$ cat src/fcsc_pkg.sv
package fcsc_pkg;
  // register byte offsets
  localparam logic [7:0] OFF_CONFIG = 8'h00;
  localparam logic [7:0] OFF_PROT = 8'h04;
  localparam logic [7:0] OFF_STATUS = 8'h08;
  localparam logic [7:0] OFF_CMD = 8'h0c;
  localparam logic [7:0] OFF_DIV = 8'h10;
  localparam logic [7:0] OFF_SEC = 8'h14;
  localparam logic [7:0] OFF_IRQ_STAT = 8'h18;
  localparam logic [7:0] OFF_IRQ_MASK = 8'h1c;
  // field positions
  localparam int KWE_BIT = 5;
  localparam int CBEF_BIT = 7;
  localparam int CCF_BIT = 6;
  localparam int PVIOL_BIT = 5;
  localparam int ACCERR_BIT = 4;
  localparam int BLANK_BIT = 2;
  localparam int DIVIDER_LOADED_BIT = 7;
  localparam int PDIS_BIT = 0;
  localparam int PAGE_LSB = 9;
  localparam int IRQ_CCF = 0;
  localparam int IRQ_ACCERR = 1;
  localparam int IRQ_PVIOL = 2;
  // command codes
  localparam logic [7:0] CMD_BLANK = 8'h05;
  localparam logic [7:0] CMD_BYTE = 8'h20;
  localparam logic [7:0] CMD_BURST = 8'h25;
  localparam logic [7:0] CMD_PAGE = 8'h40;
  localparam logic [7:0] CMD_MASS = 8'h41;
  // constants and reset values
  localparam logic [1:0] SEC_UNSECURED = 2'h2;
  localparam logic [15:0] KEY_BASE = 16'hffb0;
  localparam logic [6:0] DIV_RST = 7'h00;
  localparam logic [2:0] IRQ_RST = 3'h0;

  typedef struct packed {
    logic [7:0] cmd;
    logic [15:0] addr;
    logic [7:0] data;
  } fcsc_req_s;

  typedef enum logic [2:0] {
    SEQ_IDLE = 3'b001,
    SEQ_DATA = 3'b010,
    SEQ_CMD = 3'b100
  } fcsc_seq_e;
endpackage

$ cat src/fcsc_top.sv
`timescale 1ns/1ps
`default_nettype none
module fcsc_top (
  // clock, reset, enable
  input wire logic pclk,
  input wire logic presetn,
  input wire logic ce,
  // apb slave
  input wire logic [7:0] paddr,
  input wire logic psel,
  input wire logic penable,
  input wire logic pwrite,
  input wire logic [31:0] pwdata,
  output logic [31:0] prdata,
  output logic pready,
  output logic pslverr,
  // cpu writes into flash space
  input wire logic fw_valid,
  input wire logic [15:0] fw_addr,
  input wire logic [7:0] fw_data,
  // nonvolatile contents
  input wire logic [7:0] nv_protection_byte,
  input wire logic [1:0] nv_security_code,
  input wire logic [63:0] backdoor_key_bytes,
  // debug port and stop
  input wire logic dbg_prot_we,
  input wire logic [7:0] dbg_prot_data,
  input wire logic stop_req,
  // flash array
  output logic arr_start,
  output fcsc_pkg::fcsc_req_s arr_req,
  output logic arr_abort,
  input wire logic arr_done,
  input wire logic arr_blank,
  // status out
  output logic [1:0] security_code,
  output logic irq
);

  fcsc_pkg::fcsc_seq_e seq_q, seq_d;
  fcsc_pkg::fcsc_req_s req_q, run_q;
  logic loaded_q, lat_q, kwe_q, divider_loaded_q;
  logic [6:0] div_q;
  logic [7:0] prot_q, rd_byte, prdata_q;
  logic [1:0] sec_q;
  logic cbef_q, accerr_q, pviol_q, blank_q, ccf, ccf_prev_q;
  logic busy_q, pend_q, start_q, abort_q;
  logic [2:0] key_idx_q;
  logic key_ok_q;
  logic [2:0] irq_stat_q, irq_mask_q, irq_ev;
  logic wr_acc, rd_acc, wr_status, launch, cmd_wr, key_hit, key_wr, seq_wr;
  logic bad, go, pe, div_err, pv, q_err, accept, xfer, stop_hit, done_ev;
  logic acc_set, pv_set, key_unlock, mapped;

  function automatic logic legal(input logic [7:0] c);
    legal = (c == fcsc_pkg::CMD_BLANK) || (c == fcsc_pkg::CMD_PAGE) ||
            (c == fcsc_pkg::CMD_MASS) || (c == fcsc_pkg::CMD_BYTE) ||
            (c == fcsc_pkg::CMD_BURST);
  endfunction

  // apb: read data captured before the access phase completes
  assign pready = ce & penable & lat_q;
  assign wr_acc = psel & penable & pwrite & pready;
  assign rd_acc = psel & penable & !pwrite & pready;
  assign pslverr = psel & penable & !mapped;
  assign prdata = {24'h0, prdata_q};

  always_ff @(posedge pclk or negedge presetn) begin
    if (!presetn) begin
      lat_q <= 1'b0;
      prdata_q <= 8'h00;
    end else if (ce) begin
      lat_q <= psel & !(penable & pready);
      if (psel && !lat_q) begin
        prdata_q <= rd_byte;
      end
    end
  end

  always_comb begin
    rd_byte = 8'h00;
    mapped = 1'b1;
    case (paddr)
      fcsc_pkg::OFF_CONFIG: rd_byte[fcsc_pkg::KWE_BIT] = kwe_q;
      fcsc_pkg::OFF_PROT: rd_byte = prot_q;
      fcsc_pkg::OFF_STATUS: begin
        rd_byte[fcsc_pkg::CBEF_BIT] = cbef_q;
        rd_byte[fcsc_pkg::CCF_BIT] = ccf;
        rd_byte[fcsc_pkg::PVIOL_BIT] = pviol_q;
        rd_byte[fcsc_pkg::ACCERR_BIT] = accerr_q;
        rd_byte[fcsc_pkg::BLANK_BIT] = blank_q;
      end
      fcsc_pkg::OFF_CMD: rd_byte = req_q.cmd;
      fcsc_pkg::OFF_DIV: rd_byte = {divider_loaded_q, div_q};
      fcsc_pkg::OFF_SEC: rd_byte = {6'h00, sec_q};
      fcsc_pkg::OFF_IRQ_STAT: rd_byte = {5'h00, irq_stat_q};
      fcsc_pkg::OFF_IRQ_MASK: rd_byte = {5'h00, irq_mask_q};
      default: mapped = 1'b0;
    endcase
  end

  // decode of software actions
  assign wr_status = wr_acc & (paddr == fcsc_pkg::OFF_STATUS);
  assign launch = wr_status & pwdata[fcsc_pkg::CBEF_BIT];
  assign cmd_wr = wr_acc & (paddr == fcsc_pkg::OFF_CMD);
  assign key_hit = fw_valid & (fw_addr[15:3] == fcsc_pkg::KEY_BASE[15:3]);
  assign key_wr = ce & key_hit & kwe_q;
  assign seq_wr = ce & fw_valid & !(key_hit & kwe_q);

  // command sequence: flash write, command code, launch
  always_comb begin
    seq_d = seq_q;
    bad = 1'b0;
    go = 1'b0;
    case (seq_q)
      fcsc_pkg::SEQ_IDLE: begin
        if (seq_wr) begin
          if (!cbef_q || accerr_q || pviol_q) begin
            bad = 1'b1;
          end else begin
            seq_d = fcsc_pkg::SEQ_DATA;
          end
        end else if (cmd_wr || launch) begin
          bad = 1'b1;
        end
      end
      fcsc_pkg::SEQ_DATA: begin
        if (cmd_wr && !seq_wr) begin
          if (legal(pwdata[7:0])) begin
            seq_d = fcsc_pkg::SEQ_CMD;
          end else begin
            bad = 1'b1;
            seq_d = fcsc_pkg::SEQ_IDLE;
          end
        end else if (seq_wr || launch) begin
          bad = 1'b1;
          seq_d = fcsc_pkg::SEQ_IDLE;
        end
      end
      fcsc_pkg::SEQ_CMD: begin
        if (launch && !seq_wr) begin
          go = cbef_q;
          bad = !cbef_q;
          seq_d = fcsc_pkg::SEQ_IDLE;
        end else if (seq_wr || cmd_wr) begin
          bad = 1'b1;
          seq_d = fcsc_pkg::SEQ_IDLE;
        end
      end
      default: seq_d = fcsc_pkg::SEQ_IDLE;
    endcase
  end

  always_ff @(posedge pclk or negedge presetn) begin
    if (!presetn) begin
      seq_q <= fcsc_pkg::SEQ_IDLE;
      req_q <= '0;
    end else if (ce) begin
      seq_q <= seq_d;
      if (seq_q == fcsc_pkg::SEQ_IDLE && seq_d == fcsc_pkg::SEQ_DATA) begin
        req_q.addr <= fw_addr;
        req_q.data <= fw_data;
      end
      if (seq_d == fcsc_pkg::SEQ_CMD && seq_q == fcsc_pkg::SEQ_DATA) begin
        req_q.cmd <= pwdata[7:0];
      end
    end
  end

  // launch checks; program/erase needs the divider, page above boundary refused
  assign pe = req_q.cmd != fcsc_pkg::CMD_BLANK;
  assign div_err = pe & !divider_loaded_q;
  always_comb begin
    pv = 1'b0;
    if (!prot_q[fcsc_pkg::PDIS_BIT] && pe) begin
      pv = (req_q.cmd == fcsc_pkg::CMD_MASS) ||
           (req_q.addr[15:fcsc_pkg::PAGE_LSB] > prot_q[7:1]);
    end
  end
  // a burst may queue only behind a running burst
  assign q_err = busy_q & !((run_q.cmd == fcsc_pkg::CMD_BURST) &&
                            (req_q.cmd == fcsc_pkg::CMD_BURST));
  assign accept = go & !div_err & !pv & !q_err;
  assign stop_hit = ce & stop_req & (busy_q | pend_q);
  assign acc_set = ce & (bad | (go & (div_err | (!pv & q_err))) | stop_req &
                   (busy_q | pend_q));
  assign pv_set = go & !div_err & pv;
  assign xfer = ce & pend_q & (!busy_q | arr_done) & !stop_req;
  assign done_ev = ce & busy_q & arr_done & !stop_req;

  // array engine
  always_ff @(posedge pclk or negedge presetn) begin
    if (!presetn) begin
      busy_q <= 1'b0;
      pend_q <= 1'b0;
      run_q <= '0;
      start_q <= 1'b0;
      abort_q <= 1'b0;
    end else if (ce) begin
      start_q <= 1'b0;
      abort_q <= 1'b0;
      if (stop_hit) begin
        busy_q <= 1'b0;
        pend_q <= 1'b0;
        abort_q <= 1'b1;
      end else begin
        if (xfer) begin
          run_q <= req_q;
          start_q <= 1'b1;
          busy_q <= 1'b1;
          pend_q <= 1'b0;
        end else if (done_ev) begin
          busy_q <= 1'b0;
        end
        if (accept) begin
          pend_q <= 1'b1;
        end
      end
    end
  end
  assign arr_start = start_q;
  assign arr_req = run_q;
  assign arr_abort = abort_q;
  assign ccf = !busy_q & !pend_q;

  // status flags; a set in the clearing cycle wins
  always_ff @(posedge pclk or negedge presetn) begin
    if (!presetn) begin
      cbef_q <= 1'b1;
      accerr_q <= 1'b0;
      pviol_q <= 1'b0;
      blank_q <= 1'b0;
    end else if (ce) begin
      if (stop_hit || xfer) begin
        cbef_q <= 1'b1;
      end else if (accept) begin
        cbef_q <= 1'b0;
      end
      if (acc_set) begin
        accerr_q <= 1'b1;
      end else if (wr_status && pwdata[fcsc_pkg::ACCERR_BIT]) begin
        accerr_q <= 1'b0;
      end
      if (pv_set) begin
        pviol_q <= 1'b1;
      end else if (wr_status && pwdata[fcsc_pkg::PVIOL_BIT]) begin
        pviol_q <= 1'b0;
      end
      if (accept) begin
        blank_q <= 1'b0;
      end else if (done_ev && run_q.cmd == fcsc_pkg::CMD_BLANK) begin
        blank_q <= arr_blank;
      end
    end
  end

  // config and divider registers
  always_ff @(posedge pclk or negedge presetn) begin
    if (!presetn) begin
      kwe_q <= 1'b0;
      div_q <= fcsc_pkg::DIV_RST;
      divider_loaded_q <= 1'b0;
    end else if (wr_acc) begin
      if (paddr == fcsc_pkg::OFF_CONFIG) begin
        kwe_q <= pwdata[fcsc_pkg::KWE_BIT];
      end
      if (paddr == fcsc_pkg::OFF_DIV) begin
        div_q <= pwdata[6:0];
        divider_loaded_q <= 1'b1;
      end
    end
  end

  // protection and security loaded from flash on the first enabled edge
  always_ff @(posedge pclk or negedge presetn) begin
    if (!presetn) begin
      loaded_q <= 1'b0;
      prot_q <= 8'h00;
    end else if (ce) begin
      if (!loaded_q) begin
        loaded_q <= 1'b1;
        prot_q <= nv_protection_byte;
      end else if (dbg_prot_we) begin
        prot_q <= dbg_prot_data;
      end
    end
  end

  // backdoor key: eight bytes in address order, all must match
  assign key_unlock = key_wr & (fw_addr[2:0] == key_idx_q) & (key_idx_q == 3'h7) &
                      key_ok_q & (fw_data == backdoor_key_bytes[63:56]);
  always_ff @(posedge pclk or negedge presetn) begin
    if (!presetn) begin
      key_idx_q <= 3'h0;
      key_ok_q <= 1'b1;
    end else if (key_wr) begin
      if (fw_addr[2:0] == key_idx_q && key_idx_q != 3'h7) begin
        key_idx_q <= key_idx_q + 3'h1;
        key_ok_q <= key_ok_q & (fw_data == backdoor_key_bytes[8*key_idx_q +: 8]);
      end else begin
        key_idx_q <= 3'h0;
        key_ok_q <= 1'b1;
      end
    end
  end

  always_ff @(posedge pclk or negedge presetn) begin
    if (!presetn) begin
      sec_q <= 2'h0;
    end else if (ce) begin
      if (!loaded_q) begin
        sec_q <= nv_security_code;
      end else if (key_unlock ||
                   (done_ev && run_q.cmd == fcsc_pkg::CMD_BLANK && arr_blank)) begin
        sec_q <= fcsc_pkg::SEC_UNSECURED;
      end
    end
  end
  // any code but 2'b10 keeps the part secure
  assign security_code = sec_q;

  // interrupts: read of irq status clears, events win
  assign irq_ev = {pv_set, acc_set, ce & ccf & !ccf_prev_q};
  always_ff @(posedge pclk or negedge presetn) begin
    if (!presetn) begin
      irq_stat_q <= fcsc_pkg::IRQ_RST;
      irq_mask_q <= fcsc_pkg::IRQ_RST;
      ccf_prev_q <= 1'b1;
    end else if (ce) begin
      ccf_prev_q <= ccf;
      if (rd_acc && paddr == fcsc_pkg::OFF_IRQ_STAT) begin
        irq_stat_q <= irq_ev;
      end else begin
        irq_stat_q <= irq_stat_q | irq_ev;
      end
      if (wr_acc && paddr == fcsc_pkg::OFF_IRQ_MASK) begin
        irq_mask_q <= pwdata[2:0];
      end
    end
  end
  assign irq = |(irq_stat_q & irq_mask_q);
endmodule
`default_nettype wire

$ cat config.mk
export PLATFORM = sky130hd
export DESIGN_NAME = fcsc_top
export DESIGN_NICKNAME = d
export VERILOG_FILES = /design/src/fcsc_pkg.sv /design/src/fcsc_top.sv
export SDC_FILE = /design/constraint.sdc
export NUM_CORES = 1
export LEC_CHECK = 0
export BUFFER_PORTS_ARGS = -buffer_cell sky130_fd_sc_hd__buf_2
export CAP_MARGIN = 20
export CORE_MARGIN = 4
export CORE_UTILIZATION = 50
export DETAILED_ROUTE_END_ITERATION = 12
export GPL_TIMING_DRIVEN = 0
export HOLD_SLACK_MARGIN = 0.05
export PLACE_DENSITY = 0.8
export REMOVE_ABC_BUFFERS = 1
export SYNTH_ARGS = -nofsm -noshare
export SYNTH_HDL_FRONTEND = slang
export SYNTH_SLANG_ARGS = --single-unit
$ cat constraint.sdc
create_clock -name pclk -period 2.8 [get_ports pclk]
set_clock_uncertainty 0.1 [all_clocks]
set_input_delay 0 -clock pclk [delete_from_list [all_inputs] [get_ports pclk]]
set_output_delay 0 -clock pclk [all_outputs]
set_load 0.005 [all_outputs]
# After elaboration in Yosys (flattened, before gate mapping)
# Index checks and enable logic that the tools add are counted.
# word_totals
ff_bits,115
mem_count,0
ramBits,0
output_inout_bits,71
latchBits,0
rom_bits,0
# classes
eq_ne,30
n_mux,51
order_cmp,1
bitwise_logic,53
n_div,0
shift,1
add_sub_neg,1
reduce_logical,67
multipliers,0
# ops
op,count
$shiftx A64 B7 Y8,1
$and A1 B1 Y1,45
$eq A8 B5 Y1 const B,4
$eq A8 B6 Y1 const B,4
$mux W1,30
$reduce_and A2 Y1,14
$mux W3,9
$eq A8 B3 Y1 const B,3
$eq A8 B7 Y1 const B,3
$logic_not A1 Y1,17
$eq A8 B4 Y1 const B,2
$eq A8 B8 Y1,2
$mux W8,2
$logic_and A1 B1 Y1,14
$eq A13 B13 Y1 const B,1
$logic_or A1 B1 Y1,12
$pmux W2 S6,1
$eq A3 B3 Y1 const B,3
$pmux W3 S3,1
$logic_not A8 Y1,1
$ne A8 B3 Y1 const B,1
$pmux W2 S4,1
$reduce_bool A2 Y1,4
$reduce_or A8 Y1,1
other kinds (20),28

# Depth between registers and ports, before layout
# depth
ltp_word,15
mapped_depth,8
depth_no_buf,8

# Worst setup path before layout
# OpenSTA, ideal clock, no wires.
# synth_timing
path_type,reg-to-reg
from,register seq_q[1]
to,register req_q[10] (netlist name)
path_buffers,2
synth_period_minus_slack_ps,2353
arrival_ps,2128
setup_time_ps,125
t_required_ps,2575
stages_incl_launch_ff,5
setup_slack_ps,447
path_cell_list,dfrtp_1 clkdlybuf4s50_2 nor4b_2 buf_2 mux2_2
# synth_via
elab_chain_cells,6
word_cells_on_any_way,13
cone_classes,eq/ne (4); mux (7); reduce/logical (2)
# synth_lines
item,line_no,source
from (decl),fcsc_top.sv:40,"fcsc_pkg::fcsc_seq_e seq_q, seq_d;"
from (signal assigned),fcsc_top.sv:156,seq_q <= fcsc_pkg::SEQ_IDLE;
from (signal assigned),fcsc_top.sv:159,seq_q <= seq_d;
"$mux W3, on equally long branches","fcsc_top.sv:145, fcsc_top.sv:118, fcsc_top.sv:135",
"$mux W3, on equally long branches","fcsc_top.sv:141, fcsc_top.sv:117, fcsc_top.sv:128",
$pmux W3 S3,fcsc_top.sv:115,case (seq_q)
$eq A3 B2 Y1,fcsc_top.sv:160,if (seq_q == fcsc_pkg::SEQ_IDLE && seq_d == fcsc_pkg::SEQ_DATA) begin
$logic_and A1 B1 Y1 (*),fcsc_top.sv:160,
$reduce_and A2 Y1 (no source line) (*),--,
to (decl),fcsc_top.sv:41,"fcsc_pkg::fcsc_req_s req_q, run_q;"
# Mark *: on every way between the ends. The rest lies on a longest branch, timed or not.
# A chain may end at the register's enable or synchronous reset.

# Worst setup path in the final report
# layout_timing
from,register kwe_q
to,register req_q[16] (netlist name)
# layout_via
elab_chain_cells,10
word_cells_on_any_way,17
cone_classes,eq/ne (1); mux (6); bitwise (2); reduce/logical (8)
# layout_lines
item,line_no,source
from (decl),fcsc_top.sv:42,"logic loaded_q, lat_q, kwe_q, divider_loaded_q;"
from (signal assigned),fcsc_top.sv:265,kwe_q <= pwdata[fcsc_pkg::KWE_BIT];
$and A1 B1 Y1 (*),fcsc_top.sv:108,assign seq_wr = ce & fw_valid & !(key_hit & kwe_q);
$logic_not A1 Y1 (*),fcsc_top.sv:108,
$and A1 B1 Y1 (*),fcsc_top.sv:108,
$logic_or A1 B1 Y1 (tied with other cells),fcsc_top.sv:145,end else if (seq_wr || cmd_wr) begin
$mux W3 (tied with other cells),fcsc_top.sv:145,
"$mux W3, on equally long branches","fcsc_top.sv:141, fcsc_top.sv:128",
$pmux W3 S3 (*),fcsc_top.sv:115,
$eq A3 B2 Y1 (*),fcsc_top.sv:160,
$logic_and A1 B1 Y1 (*),fcsc_top.sv:160,
$reduce_and A2 Y1 (no source line) (*),--,
# Marked as above.

==> impl.org <==
** Synthesis
- Post-synthesis adder-cell area fraction :: around 1.8%
- Syn. warnings :: 0
- Most used DFF post-synth :: sky130_fd_sc_hd__dfrtp_1
- Sequential area share after synthesis :: 45.2%
- Share of synthesized flip-flops with an asynchronous set or reset :: 100%
- Gate count of the mapped netlist :: about 560
- Count of state elements after synthesis :: about 120
- Largest family of logic cells by synthesized area :: multiplexers
- Post-synthesis cell type count :: 70
- Post-synth EDFFs :: 0
- The mapped netlist covers between 6000 and 7000 um^2.
- Each instance of the synthesized netlist takes up on average roughly 11 um^2.
- Synthesized-area fraction occupied by ao, oa, aoi and oai cells :: about a tenth
- Mux cell area share after synthesis :: a little over a fifth
- Summing the areas of all and, or, nand and nor instances in the mapped netlist gives around an eighth of the synthesized area.
- Summing the areas of all xor and xnor instances in the mapped netlist gives 2.75% of the synthesized area.

** Detailed routing
- Summed over all nets, wire length on met3 after detailed routing comes to 1.53 mm.
- Total DRC errors in the routed layout :: 0
- The first detailed-routing pass ran for 5 iterations.
- Via count normalized by instance count :: between 5 and 6
- Number of antenna-violating nets in the routed design :: 0
- Detail Route met2 WL :: between 9 and 10 mm
- Via count :: ~5700
- Routed signal wires occupy layers up through met4.
- Dividing the detail-routed wire length by the instance count gives around 19 um.
- DRC violation total after the first TritonRoute iteration :: 434
- In the final routing, the length of wire on met1 measures around 7 mm.
- Final routed wirelength across all metal layers :: roughly 19 mm

** Placement
- Placed Cells :: between 800 and 900
- At the end of routability-driven placement, the weighted congestion stood at about 0.89.
- Worst setup slack before clock tree synthesis :: ~0.062 ns
- Number of port buffers :: 179
- Post-Place Cell Area :: 7350 um^2
- DP HPWL :: about 13 mm

** Pwr
- The worst-case IR drop observed on VDD is approximately 0.44 mV.
- LEAKAGE :: about 4.2 nW
- Dividing total power by cell area gives a power density of between 500 and 600 nW/um^2.

** Floorplan
- The die covers about 15000 um^2.
- The initialized floorplan defines 40 standard-cell rows.
- Starting Density :: 52.0%
- Number of primary I/O pins :: roughly 230
- Core box area :: around 12000 um^2
- In this run the vertical extent of the chip is ~120 um.
- Die boundary width :: between 100 and 150 um

** Global routing
- First-pass GRT wire length :: 29.8 mm
- Pin count of the biggest net entering global routing :: 72
- Vias in the first global route :: between 5000 and 6000
- Remaining global-route overflow :: 0
- The initial antenna violation count was 0.
- Across every metal layer, demand over resource in global routing totals 26.3%.

** Worst setup path
- Of all nets on the critical path, the largest fanout is 11.
- Crit path required time :: approximately 3 ns
- STA classifies the critical path endpoint as a flip-flop.
- Number of cells on the worst reg-to-reg path :: 7
- Source of the worst register-to-register timing path :: kwe_q
- Kind of critical path :: flip-flop to flip-flop
- At the worst endpoint, the arrival time is between 2 and 3 ns.
- In this run the critical register-to-register path is captured at req_q[16].
- Tracing the worst setup path back leads to its startpoint at kwe_q.
- STA classifies the critical path startpoint as a flip-flop.
- Following the worst setup path forward leads to its endpoint at req_q[16].
- Across all register-to-register paths, the minimum setup slack is roughly 0.10 ns.

** Layout
- Non-filler instance count after layout :: about 1000
- Design area :: 8810 um^2
- Summing all multi-input logic gate instances after layout gives between 3000 and 4000 um^2.
- Area used by sequential logic in the layout :: approximately 2900 um^2
- Leaving out fill and tap cells, the most frequent cell in the layout is sky130_fd_sc_hd__buf_2.
- Layout Nets :: roughly 1000
- In the layout the commonest cells are sky130_fd_sc_hd__buf_2 (178), sky130_fd_sc_hd__dfrtp_1 (111), sky130_fd_sc_hd__mux2_2 (75).
- Syn-to-layout area delta :: 38.2%
- Cells with a size suffix above 1 make up between 40% and 50% of the layout.
- The filler cells instantiated in the layout total 858.
- Count of antenna diodes in the layout :: 0

** STA
- The number of pins exceeding their max-slew limit in the final report was 0.
- The total count of hold-check failures in the final report was 0.
- Final WS setup :: 0.100 ns
- Final-report setup violation count :: 0
- Worst slew pin tran :: about 1.1 ns
- Achievable frequency :: about 370 MHz
- Of the available clock period, the critical path in the final layout requires between 90% and 100%.
- In this run the tightest slew margin relative to its limit is between 20% and 30%.
- Worst Hold Margin :: around 0.086 ns
- The routed design could run at a clock period as short as about 2.7 ns.

** Outcome
- Status :: completed

** Hold path
- The path class of the tightest hold or removal check is primary input to flip-flop.

** Clocking
- Number of clock buffers inserted by TritonCTS :: 17
- For this design, the sink count on the clock tree is approximately 120.
- After clock tree synthesis, the clock-pin slew on the worst setup and hold paths is roughly 0.050 ns.
- Later-pin clock latency in the skew report :: between 0.4 and 0.5 ns
- Clk buf depth :: 2
- Total number of H-tree levels :: 4
- Cell at the root of the clock tree :: sky130_fd_sc_hd__clkbuf_16
- TritonCTS clock tree :: yes

** Flow run
- Max-cap violations in this run came to 0.
-- power breakdown --
| part | switching, W | internal [W] | leakage (nW) | total (W) |
|---|---|---|---|---|
| combinational | 0.000363 | 0.000450 | 2.34 | 0.000813 |
| sequential | 0.000133 | 0.00185 | 1.51 | 0.00198 |
| clock | 0.000746 | 0.00171 | 0.324 | 0.00246 |
| total | 0.00124 | 0.00401 | 4.18 | 0.00525 |
-- how the worst min path moves through the flow --
stage          startpoint             to  slack (ns)  cells after the start
4_1_cts          paddr[3]    prdata_q[2]        0.06                      3
5_1_grt          paddr[3]  irq_stat_q[2]        0.11                      4
6_report         paddr[3]  irq_stat_q[2]        0.09                      4
2_1_floorplan     presetn       accerr_q       -0.40                      0
3_5_place_dp      presetn    arr_req[23]       -0.06                      1
3_3_place_gp   fw_addr[9]      req_q[17]        0.13                      3
-- registers in the layout, summed over array words and instances, names as in the netlist, 2 cells and up --
name,count
arr_req,32
div_q,7
irq_mask_q,3
irq_stat_q,3
key_idx_q,3
prdata_q,8
prot_q,8
req_q,32
security_code,2
seq_q,3
-- stage by stage --
| step | utilization, % | power, W | setup TNS [ns] |
|---|---|---|---|
| detailed placement | 60.0 | 0.00265 | 0 |
| CTS | 71.2 | 0.00518 | 0 |
| floorplan | - | 0.00235 | -3.30 |
| global route | 71.8 | 0.00546 | -0.0112 |
| global placement | 59.3 | 0.00259 | -30.00 |
| finish | 71.8 | 0.00525 | 0 |
-- metal layers --
layer  vias up  global-route usage (%)
li1       2546                       -
met1      2777                    29.6
met2       297                    46.4
met3        64                    6.43
met4         0                    13.3
met5         -                       0
-- cells in the mapped netlist (4+ instances only) --
cell type	instances	area share, %
sky130_fd_sc_hd__xor2_1	9	1.2
sky130_fd_sc_hd__nor3b_1	4	0.47
sky130_fd_sc_hd__nor4_1	7	0.69
sky130_fd_sc_hd__clkbuf_1	12	0.71
sky130_fd_sc_hd__nand2_1	26	1.5
sky130_fd_sc_hd__a221oi_1	5	0.69
sky130_fd_sc_hd__buf_2	5	0.39
sky130_fd_sc_hd__nand3b_1	6	0.71
sky130_fd_sc_hd__nor3_1	8	0.63
sky130_fd_sc_hd__dfstp_2	4	1.6
sky130_fd_sc_hd__nand2b_1	5	0.49
sky130_fd_sc_hd__ha_1	9	1.8
sky130_fd_sc_hd__nor2b_1	10	0.98
sky130_fd_sc_hd__mux2_2	75	13
sky130_fd_sc_hd__nor2_1	17	1.0
sky130_fd_sc_hd__a21oi_1	12	0.94
sky130_fd_sc_hd__a222oi_1	5	0.79
sky130_fd_sc_hd__mux2_4	4	0.94
sky130_fd_sc_hd__o22ai_1	10	0.98
sky130_fd_sc_hd__a21o_1	6	0.71
sky130_fd_sc_hd__mux4_2	11	3.9
sky130_fd_sc_hd__a31oi_1	8	0.79
sky130_fd_sc_hd__and2_2	4	0.47
sky130_fd_sc_hd__xnor2_1	11	1.5
sky130_fd_sc_hd__inv_1	15	0.88
sky130_fd_sc_hd__nand4_1	9	0.88
sky130_fd_sc_hd__o21ai_0	25	2.0
sky130_fd_sc_hd__dfrtp_1	111	44
sky130_fd_sc_hd__buf_4	24	2.8
sky130_fd_sc_hd__or4_1	4	0.47
sky130_fd_sc_hd__nand3_1	18	1.4
sky130_fd_sc_hd__mux2i_1	18	2.8
-- cell type report --
class	count	area share, %
tap	168	2.39
inverter	15	0.639
timing repair buffer	257	19.3
clock buffer	22	5.27
clock inverter	10	2.30
sequential	115	32.7
multi-input combinational	403	37.4
-- logic make-up after synthesis --
group / after synthesis
other: 1
XOR/XNOR: 20
flip-flops: 115
AO/OA/AOI/OAI: 98
adder cells (fa/ha/maj): 9
AND/OR/NAND/NOR: 144
multiplexers: 108
buffers and inverters: 61
-- repair_timing --
action | 4_1_cts | 5_1_grt
setup endpoints to repair | 0 | 16
setup buffers | 0 | 3
endpoints found under the hold margin | 179 | 0
hold buffers | 71 | 0
gates resized for setup | 0 | 9
-- worst max-delay path: stages (launching register included) --
cell and delay, ns:
sky130_fd_sc_hd__dfrtp_1 0.39, sky130_fd_sc_hd__nand3b_1 0.17, sky130_fd_sc_hd__or4_4 0.19, sky130_fd_sc_hd__nand3_1 0.26, sky130_fd_sc_hd__nor4b_4 0.69, sky130_fd_sc_hd__buf_6 0.25, sky130_fd_sc_hd__buf_6 0.17, sky130_fd_sc_hd__mux2_2 0.35
Note: power is estimated with default switching activity, not from simulation.
